$ cat config.mk
export PLATFORM = sky130hd
export DESIGN_NAME = xsd_line_ctrl
export DESIGN_NICKNAME = d
export VERILOG_FILES = /design/src/rtl/xsd_pkg.sv /design/src/rtl/xsd_line_ctrl.sv /design/src/rtl/xsd_port_detect.sv
export SDC_FILE = /design/constraint.sdc
export NUM_CORES = 1
export LEC_CHECK = 0
export ABC_CLOCK_PERIOD_IN_PS = 2029
export BUFFER_PORTS_ARGS = -buffer_cell sky130_fd_sc_hd__buf_2
export CORE_MARGIN = 4
export CORE_UTILIZATION = 45
export CTS_CLUSTER_SIZE = 20
export DETAILED_ROUTE_END_ITERATION = 12
export PLACE_DENSITY_LB_ADDON = 0.25
export SLEW_MARGIN = 25
export SYNTH_ARGS = -nofsm -noshare
export SYNTH_HDL_FRONTEND = slang
export SYNTH_HIERARCHICAL = 1
export SYNTH_SLANG_ARGS = --single-unit
$ cat constraint.sdc
create_clock -name CLOCK_I -period 2.03 [get_ports CLOCK_I]
set_input_delay 0.406 -clock CLOCK_I [delete_from_list [all_inputs] [get_ports CLOCK_I]]
set_output_delay 0.406 -clock CLOCK_I [all_outputs]
set_load 0.01 [all_outputs]
$ cat src/rtl/xsd_pkg.sv
/*
 * Shared constants for the four-port steady-state detector and line control.
 * Assumes a single 20 MHz register clock and a plain register port.
 */
package xsd_pkg;

	// ----------------------------------------
	// Geometry
	// ----------------------------------------
	localparam int NUM_PORTS = 4;
	localparam int STEADY_BITS = 16;
	localparam logic [4:0] STEADY_COUNT = 5'h10;

	// ----------------------------------------
	// Register offsets (word index)
	// ----------------------------------------
	localparam logic [3:0] DRV_CTRL_BASE = 4'h0;
	localparam logic [3:0] DET_CTRL_BASE = 4'h4;
	localparam logic [3:0] DET_STAT_BASE = 4'h8;

	// ----------------------------------------
	// Field positions
	// ----------------------------------------
	localparam int DRV_OUT_EN_BIT = 0;
	localparam int DRV_TXD_EN_BIT = 1;
	localparam int DET_ENABLE_BIT = 0;
	localparam int DET_INT_EN_BIT = 1;
	localparam int DET_CTS_HOLD_BIT = 2;
	localparam int STAT_OVF_BIT = 4;

	// ----------------------------------------
	// Reset values and codes
	// ----------------------------------------
	localparam logic [1:0] DRV_CTRL_RST = 2'h0;
	localparam logic [2:0] DET_CTRL_RST = 3'h0;
	localparam logic [3:0] CODE_NONE = 4'h0;
	localparam logic [3:0] CODE_ZEROS = 4'h1;
	localparam logic [3:0] CODE_ONES = 4'h2;
	localparam logic [3:0] CODE_ALT = 4'h3;

	typedef enum logic [1:0] {
		PAT_NONE,
		PAT_ZEROS,
		PAT_ONES,
		PAT_ALT
	} xsd_pat_t;

endpackage

$ cat src/rtl/xsd_line_ctrl.sv
/*
 * Four-port line control and steady-state detector top.
 * Assumes line inputs and the receive clocks arrive asynchronously and
 * registers are reached over a plain strobe port with one-cycle read data.
 */
`timescale 1ns/1ps
module xsd_line_ctrl
	import xsd_pkg::*;
#(
	parameter int PORTS = NUM_PORTS
)
(
	input wire logic CLOCK_I,
	input wire logic RESET_N_I,
	input wire logic [3:0] ADDR_I,
	input wire logic [7:0] WDATA_I,
	input wire logic WR_I,
	input wire logic RD_I,
	output logic [7:0] RDATA_O,
	input wire logic [PORTS-1:0] TXD_CTRL_I,
	input wire logic [PORTS-1:0] RXD_I,
	input wire logic [PORTS-1:0] RXCLK_I,
	input wire logic [PORTS-1:0] CTS_I,
	input wire logic [1:0] DSR_IRQ_I,
	output logic [PORTS-1:0] TXD_O,
	output logic [PORTS-1:0] TXD_OE_O,
	output logic [PORTS-1:0] CTS_SEEN_O,
	output logic PORT01_INTERRUPT_LINE_O,
	output logic PORT23_INTERRUPT_LINE_O
);

	// ----------------------------------------
	// Input synchronisers
	// ----------------------------------------
	logic [PORTS-1:0] rxd_s1_q, rxd_s2_q, clk_s1_q, clk_s2_q, clk_s3_q, cts_s1_q, cts_s2_q;
	logic [1:0] dsr_s1_q, dsr_s2_q;

	always_ff @(posedge CLOCK_I) begin
		if (!RESET_N_I) begin
			rxd_s1_q <= '0;
			rxd_s2_q <= '0;
			clk_s1_q <= '0;
			clk_s2_q <= '0;
			clk_s3_q <= '0;
			cts_s1_q <= '0;
			cts_s2_q <= '0;
			dsr_s1_q <= 2'h0;
			dsr_s2_q <= 2'h0;
		end else begin
			rxd_s1_q <= RXD_I;
			rxd_s2_q <= rxd_s1_q;
			clk_s1_q <= RXCLK_I;
			clk_s2_q <= clk_s1_q;
			clk_s3_q <= clk_s2_q;
			cts_s1_q <= CTS_I;
			cts_s2_q <= cts_s1_q;
			dsr_s1_q <= DSR_IRQ_I;
			dsr_s2_q <= dsr_s1_q;
		end
	end

	// Data settles long before the clock falls, so the synced data is used as-is
	logic [PORTS-1:0] fall;
	assign fall = clk_s3_q & ~clk_s2_q;

	// ----------------------------------------
	// Register decode
	// ----------------------------------------
	function automatic logic hit_bank(input logic [3:0] addr, input logic [3:0] base, input int n);
		hit_bank = (addr >= base) && (addr < base + 4'(n));
	endfunction

	logic [1:0] drv_q [PORTS], drv_d [PORTS];
	logic [2:0] det_q [PORTS], det_d [PORTS];
	logic [PORTS-1:0] clr;
	logic [3:0] code [PORTS];
	logic [PORTS-1:0] ovf, cts_seen;
	logic [7:0] rdata_d, rdata_q;
	logic [1:0] pidx;

	assign pidx = ADDR_I[1:0];

	always_comb begin
		for (int i = 0; i < PORTS; i++) begin
			drv_d[i] = drv_q[i];
			det_d[i] = det_q[i];
			clr[i] = 1'b0;
		end
		rdata_d = 8'h00;
		if (WR_I && hit_bank(ADDR_I, DRV_CTRL_BASE, PORTS)) begin
			drv_d[pidx] = WDATA_I[1:0];
		end else if (WR_I && hit_bank(ADDR_I, DET_CTRL_BASE, PORTS)) begin
			det_d[pidx] = WDATA_I[2:0];
		end else if (WR_I && hit_bank(ADDR_I, DET_STAT_BASE, PORTS)) begin
			clr[pidx] = |WDATA_I[4:0];
		end
		if (RD_I && hit_bank(ADDR_I, DRV_CTRL_BASE, PORTS)) begin
			rdata_d = {6'h00, drv_q[pidx]};
		end else if (RD_I && hit_bank(ADDR_I, DET_CTRL_BASE, PORTS)) begin
			rdata_d = {5'h00, det_q[pidx]};
		end else if (RD_I && hit_bank(ADDR_I, DET_STAT_BASE, PORTS)) begin
			rdata_d = {3'h0, ovf[pidx], code[pidx]};
		end
	end

	always_ff @(posedge CLOCK_I) begin
		if (!RESET_N_I) begin
			for (int i = 0; i < PORTS; i++) begin
				drv_q[i] <= DRV_CTRL_RST;
				det_q[i] <= DET_CTRL_RST;
			end
			rdata_q <= 8'h00;
		end else begin
			for (int i = 0; i < PORTS; i++) begin
				drv_q[i] <= drv_d[i];
				det_q[i] <= det_d[i];
			end
			rdata_q <= rdata_d;
		end
	end

	// ----------------------------------------
	// Per-port detectors
	// ----------------------------------------
	for (genvar p = 0; p < PORTS; p++) begin : g_port
		xsd_port_detect u_det (
			.clk_i(CLOCK_I),
			.rst_n_i(RESET_N_I),
			.fall_i(fall[p]),
			.rxd_i(rxd_s2_q[p]),
			.cts_raw_i(cts_s2_q[p]),
			.det_en_i(det_q[p][DET_ENABLE_BIT]),
			.cts_hold_i(det_q[p][DET_CTS_HOLD_BIT]),
			.stat_clr_i(clr[p]),
			.cts_seen_o(cts_seen[p]),
			.code_o(code[p]),
			.ovf_o(ovf[p])
		);
	end

	// ----------------------------------------
	// Outputs and interrupt lines
	// ----------------------------------------
	logic [PORTS-1:0] txd_d, txd_q, oe_d, oe_q, cts_q, req;
	logic irq01_d, irq01_q, irq23_d, irq23_q;

	always_comb begin
		for (int i = 0; i < PORTS; i++) begin
			// Zeros keep the line in a defined X.21 idle while the controller is gated off
			txd_d[i] = TXD_CTRL_I[i] & drv_q[i][DRV_TXD_EN_BIT];
			oe_d[i] = drv_q[i][DRV_OUT_EN_BIT];
			req[i] = det_q[i][DET_INT_EN_BIT] && (code[i] != CODE_NONE);
		end
		// Plain OR of live levels, nothing latched here
		irq01_d = req[0] | req[1] | dsr_s2_q[0];
		irq23_d = req[2] | req[3] | dsr_s2_q[1];
	end

	always_ff @(posedge CLOCK_I) begin
		if (!RESET_N_I) begin
			txd_q <= '0;
			oe_q <= '0;
			cts_q <= '0;
			irq01_q <= 1'b0;
			irq23_q <= 1'b0;
		end else begin
			txd_q <= txd_d;
			oe_q <= oe_d;
			cts_q <= cts_seen;
			irq01_q <= irq01_d;
			irq23_q <= irq23_d;
		end
	end

	assign RDATA_O = rdata_q;
	assign TXD_O = txd_q;
	assign TXD_OE_O = oe_q;
	assign CTS_SEEN_O = cts_q;
	assign PORT01_INTERRUPT_LINE_O = irq01_q;
	assign PORT23_INTERRUPT_LINE_O = irq23_q;

endmodule

$ cat src/rtl/xsd_port_detect.sv
/*
 * One port of the steady-state detector: CTS hold filter, pattern timing
 * and sticky status code. Assumes sampled line levels and a one-cycle
 * falling-edge strobe of the receive clock from the same clock domain.
 */
`timescale 1ns/1ps
module xsd_port_detect
	import xsd_pkg::*;
(
	input wire logic clk_i,
	input wire logic rst_n_i,
	input wire logic fall_i,
	input wire logic rxd_i,
	input wire logic cts_raw_i,
	input wire logic det_en_i,
	input wire logic cts_hold_i,
	input wire logic stat_clr_i,
	output logic cts_seen_o,
	output logic [3:0] code_o,
	output logic ovf_o
);

	// ----------------------------------------
	// State
	// ----------------------------------------
	xsd_pat_t pat_q, pat_d;
	logic [4:0] cnt_q, cnt_d;
	logic [4:0] hcnt_q, hcnt_d;
	logic cts_q, cts_d;
	logic prev_q, prev_d;
	logic armed_q, armed_d;
	logic [3:0] code_q, code_d;
	logic ovf_q, ovf_d;

	always_comb begin
		xsd_pat_t cand;
		logic hit;
		cand = PAT_NONE;
		hit = 1'b0;
		pat_d = pat_q;
		cnt_d = cnt_q;
		hcnt_d = hcnt_q;
		cts_d = cts_q;
		prev_d = prev_q;
		armed_d = armed_q;
		code_d = code_q;
		ovf_d = ovf_q;
		if (fall_i) begin
			// Hold filter: flip only after a full steady run of the opposite level
			if (cts_raw_i == cts_q) begin
				hcnt_d = 5'h0;
			end else if (hcnt_q == STEADY_COUNT - 5'h1) begin
				cts_d = cts_raw_i;
				hcnt_d = 5'h0;
			end else begin
				hcnt_d = hcnt_q + 5'h1;
			end
			prev_d = rxd_i;
			// Candidate pattern given the previous bit
			if (cnt_q != 5'h0 && rxd_i != prev_q && pat_q != PAT_ONES && pat_q != PAT_ZEROS) begin
				cand = PAT_ALT;
			end else if (cnt_q != 5'h0 && rxd_i == prev_q && pat_q != PAT_ALT) begin
				cand = rxd_i ? PAT_ONES : PAT_ZEROS;
			end
			if (cts_seen_o || !det_en_i) begin
				cnt_d = 5'h0;
				pat_d = PAT_NONE;
				armed_d = 1'b1;
			end else if (cnt_q == 5'h0 || cnt_q == 5'h1 || cand == PAT_NONE || (pat_q != cand && cnt_q > 5'h1)) begin
				// Pattern broken: restart with this bit as the first; a second bit sets the pattern and counts two
				cnt_d = (cnt_q == 5'h1 && cand != PAT_NONE) ? 5'h2 : 5'h1;
				pat_d = (cnt_q == 5'h1) ? cand : PAT_NONE;
				armed_d = 1'b1;
			end else if (cnt_q < STEADY_COUNT) begin
				cnt_d = cnt_q + 5'h1;
			end
			if (det_en_i && !cts_seen_o && armed_q && cnt_d == STEADY_COUNT) begin
				hit = 1'b1;
				armed_d = 1'b0;
			end
		end
		if (hit) begin
			if (stat_clr_i) begin
				// A clear in the same cycle still drops the old overflow
				ovf_d = 1'b0;
			end else if (code_q != CODE_NONE) begin
				ovf_d = 1'b1;
			end
			case (pat_d)
				PAT_ZEROS: code_d = CODE_ZEROS;
				PAT_ONES: code_d = CODE_ONES;
				PAT_ALT: code_d = CODE_ALT;
				default: code_d = CODE_NONE;
			endcase
		end else if (stat_clr_i || !det_en_i) begin
			// Counter is left running across the clear
			code_d = CODE_NONE;
			ovf_d = 1'b0;
		end
	end

	always_ff @(posedge clk_i) begin
		if (!rst_n_i) begin
			pat_q <= PAT_NONE;
			cnt_q <= 5'h0;
			hcnt_q <= 5'h0;
			cts_q <= 1'b0;
			prev_q <= 1'b0;
			armed_q <= 1'b1;
			code_q <= CODE_NONE;
			ovf_q <= 1'b0;
		end else begin
			pat_q <= pat_d;
			cnt_q <= cnt_d;
			hcnt_q <= hcnt_d;
			cts_q <= cts_d;
			prev_q <= prev_d;
			armed_q <= armed_d;
			code_q <= code_d;
			ovf_q <= ovf_d;
		end
	end

	// Filtered level tracks the raw level directly when hold is off
	assign cts_seen_o = cts_hold_i ? cts_q : cts_raw_i;
	assign code_o = code_q;
	assign ovf_o = ovf_q;

endmodule

==> run_results.csv <==
group,metric,value,unit
clock_tree,clock_latency,0.42,ns
die,io_pins,56,
setup_path,cp.arrival,2.38,ns
flow_run,max-cap-violations,0,
logic_synthesis,yosys-top-cells-count,"dfxtp_1 (143), and2_1 (64), nor2_1 (55)",
timing,hold_viol_final,0,
timing,relSlewSlack,65.41,%
clock_tree,cts-root-buf,"clkbuf_16",
clock_tree,htreeDepth,4,
pwr,max-vdd-ir-drop,0.6116,mV
run_status,violations,"negative setup slack",
timing,period_minus_slack,2.065,ns
logic_synthesis,yosysUniqueCellTypes,83,
die,start_util,46.13,%
timing,rsz0062_at_grt,"yes",
pwr,clkPwrFrac,47.7,%
pwr,p_per_area,656.5,nW/um^2
place,place_area,8746,um^2
layout,fin_util,54.19,%
die,coreArea,17420,um^2
global_routing,gr-usage-all-layers,18.19,%
timing,fin_worst_skew,0.009490,ns
logic_synthesis,ys_ff_latch,143,
logic_synthesis,ys_warn_count,6,
pwr,seq_power_share,46.4,%
setup_path,critical_path_class,"reg -> reg",
place,gp_congestion,0.8605,
setup_path,worst_setup_path_end_kind,"flop",
setup_path,crit_fanout,4,
timing,worst_slack,-0.03541,ns
timing,max_freq,484.2,MHz
layout,multi_input_area,4687,um^2
global_routing,antenna_found_initial,0,
timing,fin_crit_sh,101.7,%
timing,tightest_slew,0.5166,ns
setup_path,cp.required,2.34,ns
global_routing,first_global_vias,6215,
layout,stdcell_count,1225,
layout,area_growth,17.47,%
global_routing,grt_overflow,0,
layout,fin_nets,1037,
timing,finalSetupViolCount,2,
routing,ant_nets,0,
layout,layout-drive-gt1-share,22.60,%
logic_synthesis,yosysSeqAreaShare,35.63,%
setup_path,critPathLaunchType,"flop",
routing,drc,0,
logic_synthesis,syn_inst,894,
global_routing,grt_max_degree,37,
min_path,hold_path_depth,2,
logic_synthesis,synth_top_flop_cell,"dfxtp_1",
logic_synthesis,synth_top_area_share,35.63,%
pwr,switchingPower,0.001476,W
routing,viasPerCell,5.414,
logic_synthesis,synth_area_leaders,"dfxtp_1 (36%), mux2i_1 (5.4%), and2_1 (5.0%), o21ai_0 (2.7%), nor2b_1 (2.6%)",
die,dieArea,20050,um^2
clock_tree,cts_tree,"yes",
logic_synthesis,synth_async_sr_flop_share,0,%
clock_tree,ctsLongestPathBuffers,2,
min_path,hp-class,"in -> reg",
clock_tree,numCtsBuffers,17,
layout,stdcell_area,9438,um^2
die,die_h,141.6,um
clock_tree,cts.sinks,143,
logic_synthesis,netlist_area,8034,um^2
die,rows,48,
routing,wire_per_inst,14.68,um
layout,nFillCells,1608,
place,dp_hpwl,12.81,mm
routing,drtIter0Drc,393,
pwr,p_int,0.004720,W
pwr,p_total,0.006196,W
logic_synthesis,synth_most_common_cell,"dfxtp_1",
global_routing,grt_pass1_wl,30.24,mm
timing,maxSlewViolCount,0,
logic_synthesis,synth.avg_cell_area,8.987,um^2
place,dp.cells,1182,
die,fp.dieW,141.6,um
layout,diodes,0,
routing,vias,6632,
clock_tree,clkSlewWorstSetupHoldPaths,0.06,ns
pwr,leakage,3.783,nW
layout,regArea,2878,um^2
pwr,sw_frac_of_total,23.82,%
pwr,pwr-share-comb,5.9,%
setup_path,worst_r2r_path_depth,9,
logic_synthesis,synth_area_leader_cell,"dfxtp_1",
routing,first_pass_iters,5,
routing,finalWirelength,17.98,mm
run_status,status,"finished with violations",
logic_synthesis,synth_enable_flop_cells,0,
place,io_buffers,49,
==> flip-flops by register name, indices dropped and copies added, names as in the netlist, 5 cells and up <==
name and cells:
g_port.u_det/cnt_q 20, g_port.u_det/hcnt_q 20, det_q 12, drv_q 8, g_port.u_det/code_o 8, g_port.u_det/pat_q 8
RDATA_O 5
==> what timing repair did <==
action / in CTS / in global routing
hold buffers: 0 / 0
pin swaps: 3 / 10
setup buffers: 2 / 9
cloned: 0 / 0
setup endpoints to repair: 10 / 16
gates resized for setup: 3 / 22
==> area by class of cell <==
class / count / share of cell area, %
Clock buffer: 19 / 4.693
Clock inverter: 13 / 1.220
Inverter: 37 / 1.472
Multi-Input combinational cell: 655 / 49.66
Sequential cell: 143 / 30.49
Tap cell: 225 / 2.983
Timing Repair Buffer: 133 / 9.479
==> layout by cell type, fill, tap and decap left out, types with 5 or more instances in the layout <==
master | synthesis | routed
a211o_1 | 5 | 5
a21boi_0 | 20 | 20
a21oi_1 | 26 | 25
a22oi_1 | 5 | 5
a31oi_1 | 11 | 11
a41oi_1 | 9 | 9
and2_1 | 64 | 63
and3_1 | 9 | 9
and3b_1 | 7 | 7
buf_2 | 16 | 48
buf_4 | 15 | 83
clkbuf_16 | 0 | 17
conb_1 | 5 | 11
dfxtp_1 | 143 | 133
dfxtp_2 | 0 | 9
ha_1 | 16 | 15
inv_1 | 36 | 34
mux2i_1 | 43 | 42
nand2_1 | 50 | 50
nand2b_1 | 11 | 11
nand3_1 | 40 | 40
nand3b_1 | 5 | 5
nand4_1 | 11 | 11
nand4b_1 | 7 | 7
nor2_1 | 55 | 52
nor2b_1 | 34 | 34
nor3_1 | 5 | 5
nor3b_1 | 13 | 13
o211ai_1 | 5 | 5
o21a_1 | 11 | 11
o21ai_0 | 43 | 41
o21ai_1 | 3 | 5
o41ai_1 | 5 | 5
or3_1 | 6 | 6
xnor2_1 | 10 | 10
xor2_1 | 13 | 13
==> worst max-delay path, stage by stage, from the launching register on <==
cell and delay, ns:
dfxtp_2 0.32, inv_2 0.07, ha_4 0.13, or4b_4 0.49, a221oi_2 0.26, a211o_2 0.19
buf_4 0.12, or2_2 0.14, a21oi_1 0.06, o21a_1 0.18
==> metrics by stage <==
stage                     setup slack, ns  hold slack [ns]   TNS, ns
final                            -0.03541           0.1844  -0.04600
after global routing             -0.09966           0.1721   -0.3063
after CTS                        -0.03672           0.1722  -0.05041
after detailed placement         -0.05892           0.4198  -0.06741
after global placement           -0.05233           0.4128  -0.05233
after floorplan                  -0.01824           0.4119  -0.01824
==> worst paths after layout <==
path / endpoint / startpoint / slack, ns
setup / recovery: g_port[1].u_det/cnt_q[2]$_SDFFE_PN0P_ / g_port[1].u_det/cnt_q[0]$_SDFFE_PN0P_ / -0.04
hold / removal: rxd_s1_q[1]$_SDFF_PN0_ / RXD_I[1] / 0.18
setup reg to reg: g_port[1].u_det/cnt_q[2]$_SDFFE_PN0P_ / g_port[1].u_det/cnt_q[0]$_SDFFE_PN0P_ / -0.04
hold reg to reg: dsr_s2_q[1]$_SDFF_PN0_ / dsr_s1_q[1]$_SDFF_PN0_ / 0.43
==> layer usage <==
layer | global-route usage [%] | up-vias | share of wire (%)
li1 | - | 3345 | -
met1 | 24.17 | 3112 | 46
met2 | 29.46 | 145 | 48
met3 | 3.640 | 30 | 4.2
met4 | 6.515 | 0 | 1.5
met5 | 0 | - | 0
==> power by group through the flow <==
stage                     combinational, W  clock (W)  sequential, W
after global routing              0.000404    0.00316        0.00288
final                             0.000365    0.00295        0.00288
after CTS                         0.000361    0.00302        0.00288
after global placement            0.000353          0        0.00294
after floorplan                   0.000259          0        0.00293
after detailed placement          0.000356          0        0.00294
==> cells by family (layout without fill, tap and decap cells) <==
group | Yosys count | after routing | share of synthesized area (%)
and+or+nand+nor | 353 | 353 | 26.18
adders and majority gates | 19 | 19 | 2.866
buffers and inverters | 102 | 202 | 6.884
AOI/OAI and AO/OA | 195 | 195 | 17.86
muxes | 54 | 54 | 7.834
xor gates and xnor gates | 23 | 23 | 2.507
DFF | 143 | 143 | 35.63
other | 5 | 11 | 0.2336
No activity file was read; power rests on OpenSTA's default activity.
